**config.mk**
```make
export PLATFORM = sky130hd
export DESIGN_NAME = proc_status_regs
export DESIGN_NICKNAME = d
export VERILOG_FILES = /design/src/pkg/psr_pkg.sv /design/src/hw/ring_osc_counter.sv /design/src/hw/proc_status_regs.sv
export SDC_FILE = /design/constraint.sdc
export NUM_CORES = 2
export LEC_CHECK = 0
export BUFFER_PORTS_ARGS = -buffer_cell sky130_fd_sc_hd__buf_2
export CORE_MARGIN = 2
export CORE_UTILIZATION = 40
export DETAILED_ROUTE_END_ITERATION = 12
export PLACE_DENSITY = 0.65
export SLEW_MARGIN = 20
export SYNTH_ARGS = -nofsm -noshare
export SYNTH_HDL_FRONTEND = slang
export SYNTH_SLANG_ARGS = --single-unit
```
**constraint.sdc**
```tcl
create_clock -name mclk_i -period 9 [get_ports mclk_i]
set_input_delay 0.45 -clock mclk_i [delete_from_list [all_inputs] [get_ports mclk_i]]
set_output_delay 0.45 -clock mclk_i [all_outputs]
set_load 0.02 [all_outputs]
```
**src/pkg/psr_pkg.sv**
```systemverilog
package psr_pkg;

    // =====================================================================
    // access and register numbers
    // =====================================================================
    localparam int DATA_W = 32;
    localparam logic [7:0] RES_TYPE_PS = 8'h0C;
    localparam logic [7:0] REG_RAM_BASE = 8'h00;
    localparam logic [7:0] REG_VEC_BASE = 8'h01;
    localparam logic [7:0] REG_TILE_CTL = 8'h02;
    localparam logic [7:0] REG_BOOT_STAT = 8'h03;
    localparam logic [7:0] REG_SEC_CFG = 8'h05;
    localparam logic [7:0] REG_RO_CTL = 8'h06;
    localparam logic [7:0] REG_RO_CORE_CELL = 8'h07;
    localparam logic [7:0] REG_RO_CORE_WIRE = 8'h08;
    localparam logic [7:0] REG_RO_PERI_CELL = 8'h09;
    localparam logic [7:0] REG_RO_PERI_WIRE = 8'h0A;

    // =====================================================================
    // reset values and writable masks
    // =====================================================================
    localparam logic [31:0] RAM_BASE_RST = 32'h0004_0000;
    localparam logic [31:0] RAM_BASE_MASK = 32'hFFFF_FFFC;
    localparam logic [31:0] VEC_BASE_RST = 32'h0000_0000;
    localparam logic [31:0] VEC_BASE_MASK = 32'hFFFC_0000;
    localparam logic [31:0] TILE_CTL_RST = 32'h0000_0000;
    localparam logic [31:0] TILE_CTL_MASK = 32'h03FF_FF36;
    localparam logic [31:0] SEC_CFG_RST = 32'h0000_0000;
    localparam logic [31:0] SEC_CFG_MASK = 32'h8000_5FB1;
    localparam logic [31:0] RO_CTL_RST = 32'h0000_0000;
    localparam logic [31:0] RO_CTL_MASK = 32'h0000_0003;

    // =====================================================================
    // field positions
    // =====================================================================
    localparam int TC_TXDLY_LSB = 18;
    localparam int TC_TXDLY_W = 8;
    localparam int TC_TXDIV_LSB = 9;
    localparam int TC_TXDIV_W = 9;
    localparam int TC_RGMII_EN = 8;
    localparam int TC_LP_DYN = 5;
    localparam int TC_LP_DIV_EN = 4;
    localparam int TC_UTMI_SEL = 2;
    localparam int TC_ULPI_EN = 1;
    localparam int SEC_WR_DIS = 31;
    localparam int SEC_DBG_DIS = 14;
    localparam int SEC_OTP_LOCK_ALL = 12;
    localparam int SEC_SECT_LSB = 8;
    localparam int SEC_OTP_REDUND = 7;
    localparam int SEC_BOOT_OTP = 5;
    localparam int SEC_JTAG_CFG_BLK = 4;
    localparam int SEC_TAP_DIS = 0;
    localparam int RO_CORE_EN = 1;
    localparam int RO_PERI_EN = 0;
    localparam int VEC_SPLIT = 16;
    localparam int RO_CNT_W = 16;
    localparam int NUM_RO = 4;
    localparam int TX_DLY_DEPTH = 256;

    // =====================================================================
    // carriers
    // =====================================================================
    typedef struct packed {
        logic valid;
        logic we;
        logic [15:0] resource;
        logic [31:0] wdata;
    } ps_req_t;

    typedef struct packed {
        logic ack;
        logic err;
        logic [31:0] rdata;
    } ps_rsp_t;

    typedef struct packed {
        logic [7:0] proc_num;
        logic boot_ovr;
        logic core1_off;
        logic no_otp_poll;
        logic from_ram;
        logic from_jtag;
        logic [1:0] pll_mode;
    } boot_strap_t;

    typedef struct packed {
        logic ctl;
        logic [3:0] data;
    } rgmii_tx_t;

endpackage : psr_pkg

```
**src/hw/ring_osc_counter.sv**
```systemverilog
`timescale 1ns/1ps
module ring_osc_counter import psr_pkg::*; #(
    parameter int CNT_W = RO_CNT_W
) (
    input wire logic mclk_i,
    input wire logic arst_n_i,
    input wire logic osc_i,
    output logic [CNT_W-1:0] count_o
);

    typedef struct packed {
        logic s1;
        logic s2;
        logic s3;
    } osc_sync_t;

    osc_sync_t state;
    osc_sync_t next_state;
    logic [CNT_W-1:0] count = '0; // power-up value only, system reset leaves it alone

    // =====================================================================
    // oscillator sampling
    // =====================================================================
    // two-stage sync of a free-running edge source, then edge detect on stage two
    always_comb begin
        next_state.s1 = osc_i;
        next_state.s2 = state.s1;
        next_state.s3 = state.s2;
    end

    always_ff @(posedge mclk_i or negedge arst_n_i) begin
        if (!arst_n_i) begin
            state <= '0;
        end else begin
            state <= next_state;
        end
    end

    // =====================================================================
    // count, deliberately without reset
    // =====================================================================
    // survives system reset; stable once the oscillator is stopped
    always_ff @(posedge mclk_i) begin
        if (state.s2 && !state.s3) begin
            count <= count + CNT_W'(1);
        end
    end

    assign count_o = count;

endmodule : ring_osc_counter

```
**src/hw/proc_status_regs.sv**
```systemverilog
`timescale 1ns/1ps
module proc_status_regs import psr_pkg::*; #(
    parameter int DLY_DEPTH = TX_DLY_DEPTH
) (
    input wire logic mclk_i,
    input wire logic arst_n_i,
    input wire ps_req_t ps_req_i,
    output ps_rsp_t ps_rsp_o,
    input wire logic event_take_i,
    input wire logic [15:0] event_vector_i,
    output logic [31:0] vector_addr_o,
    output logic vector_valid_o,
    input wire logic all_paused_i,
    output logic lp_div_en_o,
    input wire rgmii_tx_t rgmii_tx_i,
    output rgmii_tx_t rgmii_tx_o,
    output logic rgmii_txclk_o,
    output logic rgmii_en_o,
    output logic utmi_sel_o,
    output logic ulpi_en_o,
    output logic [31:0] ram_base_o,
    input wire boot_strap_t boot_strap_i,
    input wire logic otp_load_i,
    input wire logic [31:0] otp_sec_word_i,
    output logic dbg_disable_o,
    output logic jtag_cfg_block_o,
    output logic tap_disable_o,
    output logic otp_lock_all_o,
    output logic [3:0] otp_sector_lock_o,
    output logic otp_redund_o,
    output logic boot_from_otp_o,
    input wire logic [NUM_RO-1:0] ro_osc_i,
    output logic ro_core_en_o,
    output logic ro_peri_en_o
);

    typedef struct packed {
        logic [31:0] ram_base;
        logic [31:0] vec_base;
        logic [31:0] tile_ctl;
        logic [31:0] sec_cfg;
        logic [31:0] ro_ctl;
        boot_strap_t boot_s1;
        boot_strap_t boot_s2;
        ps_rsp_t rsp;
        logic [31:0] vec_addr;
        logic vec_valid;
        logic lp_div_en;
        logic [TC_TXDIV_W-1:0] txclk_cnt;
        logic txclk;
        logic [7:0] tx_wp;
        rgmii_tx_t tx_out;
    } psr_state_t;

    psr_state_t state;
    psr_state_t next_state;
    rgmii_tx_t tx_mem [0:DLY_DEPTH-1];
    logic [RO_CNT_W-1:0] ro_count [0:NUM_RO-1];
    logic [7:0] req_reg;
    logic req_hit;
    logic req_wr;
    logic [TC_TXDLY_W-1:0] tx_dly;
    logic [TC_TXDIV_W-1:0] tx_div;
    logic [7:0] tx_rp;
    logic [31:0] boot_word;
    logic [31:0] rd_word;
    logic rd_known;
    localparam int PTR_W = $clog2(DLY_DEPTH); // pointers wrap at the storage depth

    // =====================================================================
    // request decode
    // =====================================================================
    // register number sits above the resource type byte
    assign req_reg = ps_req_i.resource[15:8];
    assign req_hit = ps_req_i.valid && (ps_req_i.resource[7:0] == RES_TYPE_PS);
    assign req_wr = req_hit && ps_req_i.we;
    assign tx_dly = state.tile_ctl[TC_TXDLY_LSB +: TC_TXDLY_W];
    assign tx_div = state.tile_ctl[TC_TXDIV_LSB +: TC_TXDIV_W];
    assign tx_rp = state.tx_wp - tx_dly;

    // boot strap fields packed into their register positions
    always_comb begin
        boot_word = '0;
        boot_word[23:16] = state.boot_s2.proc_num;
        boot_word[8] = state.boot_s2.boot_ovr;
        boot_word[5] = state.boot_s2.core1_off;
        boot_word[4] = state.boot_s2.no_otp_poll;
        boot_word[3] = state.boot_s2.from_ram;
        boot_word[2] = state.boot_s2.from_jtag;
        boot_word[1:0] = state.boot_s2.pll_mode;
    end

    // read mux; unknown numbers answer with error
    always_comb begin
        rd_word = '0;
        rd_known = 1'b1;
        unique case (req_reg)
            REG_RAM_BASE: rd_word = state.ram_base;
            REG_VEC_BASE: rd_word = state.vec_base;
            REG_TILE_CTL: rd_word = state.tile_ctl;
            REG_BOOT_STAT: rd_word = boot_word;
            REG_SEC_CFG: rd_word = state.sec_cfg;
            REG_RO_CTL: rd_word = state.ro_ctl;
            REG_RO_CORE_CELL: rd_word = {16'h0000, ro_count[0]};
            REG_RO_CORE_WIRE: rd_word = {16'h0000, ro_count[1]};
            REG_RO_PERI_CELL: rd_word = {16'h0000, ro_count[2]};
            REG_RO_PERI_WIRE: rd_word = {16'h0000, ro_count[3]};
            default: rd_known = 1'b0;
        endcase
    end

    // =====================================================================
    // next state
    // =====================================================================
    always_comb begin
        next_state = state;

        // strap pins pass two flops before use
        next_state.boot_s1 = boot_strap_i;
        next_state.boot_s2 = state.boot_s1;

        // answer one cycle after the request
        next_state.rsp.ack = req_hit || ps_req_i.valid;
        next_state.rsp.err = ps_req_i.valid && !(req_hit && rd_known);
        next_state.rsp.rdata = (req_hit && !ps_req_i.we) ? rd_word : 32'h0000_0000;

        // register writes, reserved bits masked off
        if (req_wr) begin
            unique case (req_reg)
                REG_RAM_BASE: next_state.ram_base = ps_req_i.wdata & RAM_BASE_MASK;
                REG_VEC_BASE: next_state.vec_base = ps_req_i.wdata & VEC_BASE_MASK;
                REG_TILE_CTL: next_state.tile_ctl = ps_req_i.wdata & TILE_CTL_MASK;
                REG_SEC_CFG: begin
                    if (!state.sec_cfg[SEC_WR_DIS]) begin
                        next_state.sec_cfg = ps_req_i.wdata & SEC_CFG_MASK;
                    end
                end
                REG_RO_CTL: next_state.ro_ctl = ps_req_i.wdata & RO_CTL_MASK;
                default: next_state.rsp.ack = 1'b1;
            endcase
        end

        // otp copy wins over a software write in the same cycle
        if (otp_load_i) begin
            next_state.sec_cfg = otp_sec_word_i & SEC_CFG_MASK;
        end

        // event destination address
        next_state.vec_valid = event_take_i;
        if (event_take_i) begin
            next_state.vec_addr = {state.vec_base[31:VEC_SPLIT], event_vector_i};
        end

        // low-power divider, static or only while all threads pause
        next_state.lp_div_en = state.tile_ctl[TC_LP_DIV_EN] &&
            (!state.tile_ctl[TC_LP_DYN] || all_paused_i);

        // transmit clock generator, ratio is divider value plus one
        if (!state.tile_ctl[TC_RGMII_EN]) begin
            next_state.txclk_cnt = '0;
            next_state.txclk = 1'b0;
        end else begin
            if (state.txclk_cnt >= tx_div) begin
                next_state.txclk_cnt = '0;
            end else begin
                next_state.txclk_cnt = state.txclk_cnt + TC_TXDIV_W'(1);
            end
            if (state.txclk_cnt == tx_div) begin
                next_state.txclk = 1'b1;
            end else if (state.txclk_cnt == (tx_div >> 1)) begin
                next_state.txclk = 1'b0;
            end
        end

        // transmit data delay line, latency is delay plus one
        next_state.tx_wp = state.tx_wp + 8'h01;
        if (tx_dly == '0) begin
            next_state.tx_out = rgmii_tx_i;
        end else begin
            next_state.tx_out = tx_mem[tx_rp[PTR_W-1:0]];
        end
    end

    always_ff @(posedge mclk_i or negedge arst_n_i) begin
        if (!arst_n_i) begin
            state <= '0;
            state.ram_base <= RAM_BASE_RST;
            state.vec_base <= VEC_BASE_RST;
            state.tile_ctl <= TILE_CTL_RST;
            state.sec_cfg <= SEC_CFG_RST;
            state.ro_ctl <= RO_CTL_RST;
        end else begin
            state <= next_state;
        end
    end

    // delay storage, no reset needed
    always_ff @(posedge mclk_i) begin
        tx_mem[state.tx_wp[PTR_W-1:0]] <= rgmii_tx_i;
    end

    // =====================================================================
    // ring oscillator counters
    // =====================================================================
    // values stable for reading only after the oscillator stopped for a while
    for (genvar i = 0; i < NUM_RO; i++) begin : g_ro
        ring_osc_counter #(
            .CNT_W(RO_CNT_W)
        ) u_cnt (
            .mclk_i(mclk_i),
            .arst_n_i(arst_n_i),
            .osc_i(ro_osc_i[i]),
            .count_o(ro_count[i])
        );
    end

    // =====================================================================
    // outputs
    // =====================================================================
    assign ps_rsp_o = state.rsp;
    assign vector_addr_o = state.vec_addr;
    assign vector_valid_o = state.vec_valid;
    assign lp_div_en_o = state.lp_div_en;
    assign rgmii_tx_o = state.tx_out;
    assign rgmii_txclk_o = state.txclk;
    assign rgmii_en_o = state.tile_ctl[TC_RGMII_EN];
    assign utmi_sel_o = state.tile_ctl[TC_UTMI_SEL];
    assign ulpi_en_o = state.tile_ctl[TC_ULPI_EN];
    assign ram_base_o = state.ram_base;
    assign dbg_disable_o = state.sec_cfg[SEC_DBG_DIS];
    assign jtag_cfg_block_o = state.sec_cfg[SEC_JTAG_CFG_BLK];
    assign tap_disable_o = state.sec_cfg[SEC_TAP_DIS];
    assign otp_lock_all_o = state.sec_cfg[SEC_OTP_LOCK_ALL];
    assign otp_sector_lock_o = state.sec_cfg[SEC_SECT_LSB +: 4];
    assign otp_redund_o = state.sec_cfg[SEC_OTP_REDUND];
    assign boot_from_otp_o = state.sec_cfg[SEC_BOOT_OTP];
    assign ro_core_en_o = state.ro_ctl[RO_CORE_EN];
    assign ro_peri_en_o = state.ro_ctl[RO_PERI_EN];

    logic wr_ram;
    logic wr_sec;
    logic rd_cell;
    assign wr_ram = req_wr && (req_reg == REG_RAM_BASE);
    assign wr_sec = req_wr && (req_reg == REG_SEC_CFG);
    assign rd_cell = req_hit && !ps_req_i.we && (req_reg == REG_RO_CORE_CELL);
endmodule : proc_status_regs

```
==> impl_metrics.env <==
export IMPL_cts_resized=0
export IMPL_crit_reg2reg_launch="state[7]$_DFF_PN0_"
export IMPL_global_route_overflow_total=0
export IMPL_worst_slew_margin=0.1719
export IMPL_post_cts_setup_buffers=0
export IMPL_hpwl_dp_mm=90.58
export IMPL_clock_fmax_mhz=197.8
export IMPL_finalMaxSlewViolations=0
export IMPL_cts_hold_buffers_added=91
export IMPL_gr_usage_all_layers=0.1867
export IMPL_clk_pin_slew_worst_paths_ps=70
export IMPL_post_route_min_period_ps=5055
export IMPL_final_cell_area_um2=71760
export IMPL_start_util=0.4014
export IMPL_worst_r2r_path_depth=11
export IMPL_timing_final_setup_violations=0
export IMPL_synth_lib_cells_used_distinct=85
export IMPL_clock_latency_ps=790
export IMPL_netlist_top_cell_by_area="edfxtp_1"
export IMPL_ir_drop_mv=0.1981
export IMPL_cellLeakagePower_nw=23.63
export IMPL_rows=146
export IMPL_cp_data_arrival_time_ps=5680
export IMPL_post_synth_top_count_cell="edfxtp_1"
export IMPL_avgRoutedWirePerCell_um=25.98
export IMPL_wl_mm=152.7
export IMPL_drt_antenna_violating_nets=0
export IMPL_holdCritStartpoint="ps_req_i[42]"
export IMPL_clock_tree_skew_after_final_layout_ps=40.12
export IMPL_cts_num_sinks=1554
export IMPL_place_port_buffers=222
export IMPL_proportion_of_layout_cells_with_a_drive_suffix_above_1=0.2550
export IMPL_ys_ff_latch=1554
export IMPL_postSynthAreaPerCell_um2=18.36
export IMPL_timing_critical_path_to_type="flop"
export IMPL_rr_endpoint="rgmii_tx_o[1]$_DFF_PN0_"
export IMPL_critical_path_max_fanout=35
export IMPL_slowest_stage="mux4_1"
export IMPL_synth_area_top_cells="edfxtp_1 64%, mux4_2 13%, dfrtp_1 8.2%"
export IMPL_critical_path_top_cell_by_count="buf_4"
export IMPL_die_width_um=402.2
export IMPL_vias=32840
export IMPL_critical_path_s_largest_stage_delay_ps=720
export IMPL_worst_endpoint_required_ps=9620
export IMPL_ios=248
export IMPL_crit_type="reg -> reg"
export IMPL_fillCellCount=13350
export IMPL_syn_inst=3454
export IMPL_grt_antenna_before_repair=6
export IMPL_slew_worst_pin_ps=1239
export IMPL_regToRegSetupSlack_ps=3950
export IMPL_crit_chain="ha_1 -> o21ai_2 -> or3b_1 -> buf_4 -> nand2_4 -> buf_4 -> mux4_1 -> mux2_2 -> o211ai_1 -> a2111o_1 -> o21ai_1"
export IMPL_gp_congestion=0.8382
export IMPL_hold_path_endpoint="ps_rsp_o[32]$_DFF_PN0_"
export IMPL_cts_tree="done"
export IMPL_timing_hold_worst_class="in -> reg"
export IMPL_hold_violations=0
export IMPL_drv_cap=0
export IMPL_drt_pre_antenna_iters=8
export IMPL_clock_tree_htree_level_count=4
export IMPL_synth_common_cells="1344 x edfxtp_1, 359 x mux4_2, 315 x nor2_1"
export IMPL_grt_pass1_wl_mm=223.8
export IMPL_detailed_place_area_um2=65930
export IMPL_floorplan_die_height_um=402.2
export IMPL_core_area_um2=158000
export IMPL_timing_critical_path_buf_inv=2
export IMPL_via_count_of_the_first_global_routing_pass=33000
export IMPL_synth_yosys_warnings=0
export IMPL_synth_edff_count=1344
export IMPL_hold_path_cell_count=3
export IMPL_synthesis_area_um2=63430
export IMPL_startpoint_type="flop"
export IMPL_drcViolationCount=0
export IMPL_postSynth_asyncResetShare=0.1351
export IMPL_finalNetCount=3837
export IMPL_finish_utilization=0.4542
export IMPL_setup_repair_after_global_routing_missed_its_margin="false"
export IMPL_synth_main_ff_cell="edfxtp_1"
export IMPL_setup_total_negative_slack_ps=0
export IMPL_root_buffer="clkbuf_16"
export IMPL_cts_buffer_depth=3
export IMPL_min_period_over_period=0.5616
export IMPL_synth_seq_area_share=0.7192
export IMPL_cts_buffers=154
export IMPL_area_overhead_vs_synth_pct=13.15
export IMPL_synth_top_area_frac=0.6363
export IMPL_drt_initial_drc_count=3825
export IMPL_drt_vias_per_instance=5.588
export IMPL_design_die_area_um2=161800
export IMPL_grt_max_degree=173
export IMPL_cp_top_family="multiplexers"
export IMPL_power_density_nw_per_um2=200.6
export IMPL_status="completed"
==> metal layers <==
layer | track usage | wire length, um | share of wire
met1 | 0.2570 | 63200 | 0.41
met3 | 0.04296 | 13170 | 0.086
met5 | 0.005947 | 144 | 0.00094
met2 | 0.2959 | 72200 | 0.47
met4 | 0.05705 | 3966 | 0.026
==> sequential cells by signal, indices dropped and copies added, names as in the netlist, 8 cells and up <==
register	count
vector_addr_o	30
next_state	15
ram_base_o	30
g_ro.u_cnt.next_state	8
ps_rsp_o	34
tx_mem	1280
g_ro.u_cnt.count_o	64
state	51
boot_word	15
==> cells by family (layout without fill, tap and decap cells) <==
| group | count (synthesis) | after routing | share of synthesized area |
|---|---|---|---|
| DFF | 1554 | 1554 | 0.7192 |
| and+or+nand+nor | 711 | 711 | 0.04997 |
| buffers and inverters | 336 | 683 | 0.03079 |
| other | 1 | 5 | 0.00005912 |
| AOI/OAI and AO/OA | 232 | 232 | 0.02655 |
| adders and majority gates | 27 | 27 | 0.005445 |
| xor gates and xnor gates | 90 | 90 | 0.01296 |
| muxes | 503 | 503 | 0.1550 |
==> worst min-delay path: cells and delay by family <==
family	cells	cell delay [ps]
buffers and inverters	1	140
and+or+nand+nor	1	110
AOI/OAI and AO/OA	1	100
==> area by class of cell <==
class,instances,area [um^2],area share
clock inverters,78,586.8,0.008177
well taps,2072,2592,0.03613
clock buffers,199,4244,0.05914
repair buffers,368,2629,0.03663
inverters,38,142.6,0.001988
diodes,1,2.502,0.00003487
flip-flops and latches,1554,45620,0.6356
multi-input cells,1567,15950,0.2223
==> power by group <==
part	switching, mW	internal (mW)
clock	2.71	3.50
sequential	0.0278	7.87
combinational	0.195	0.0950
==> placed cells by master (no fill, tap or decap), drive strengths merged, types with 51 or more instances in the layout <==
cell type       n
nor2          315
nand3          57
mux4          371
dfrtp         209
edfxtp       1344
o21ai          51
xnor2          61
clkinv         61
clkbuf        203
mux2           89
dlygate4sd3    91
nand2         187
buf           273
==> worst max path at each step <==
stage                  startpoint                 endpoint  slack (ps)  cells after the start
4_1_cts        state[7]$_DFF_PN0_  rgmii_tx_o[1]$_DFF_PN0_        4040                     11
3_5_place_dp   state[7]$_DFF_PN0_  rgmii_tx_o[1]$_DFF_PN0_        4080                     11
5_1_grt        state[5]$_DFF_PN0_  rgmii_tx_o[3]$_DFF_PN0_        3880                     11
6_report       state[7]$_DFF_PN0_  rgmii_tx_o[1]$_DFF_PN0_        3950                     11
3_3_place_gp   state[7]$_DFF_PN0_  rgmii_tx_o[1]$_DFF_PN0_        4100                     11
2_1_floorplan  state[5]$_DFF_PN0_  rgmii_tx_o[0]$_DFF_PN0_        5370                     13
==> stage by stage <==
stage | setup slack (ps) | power [mW] | hold slack [ps] | cells
floorplan | 5371 | 8.126 | 154.4 | 3457
global placement | 4095 | 8.291 | 333.6 | 5505
detailed placement | 4078 | 8.301 | 335.5 | 5505
CTS | 4036 | 14.50 | 5.854 | 5873
global route | 3875 | 14.82 | 64.98 | 5877
finish | 3945 | 14.40 | 62.73 | 5877
Power figures use the tool's default switching activity.
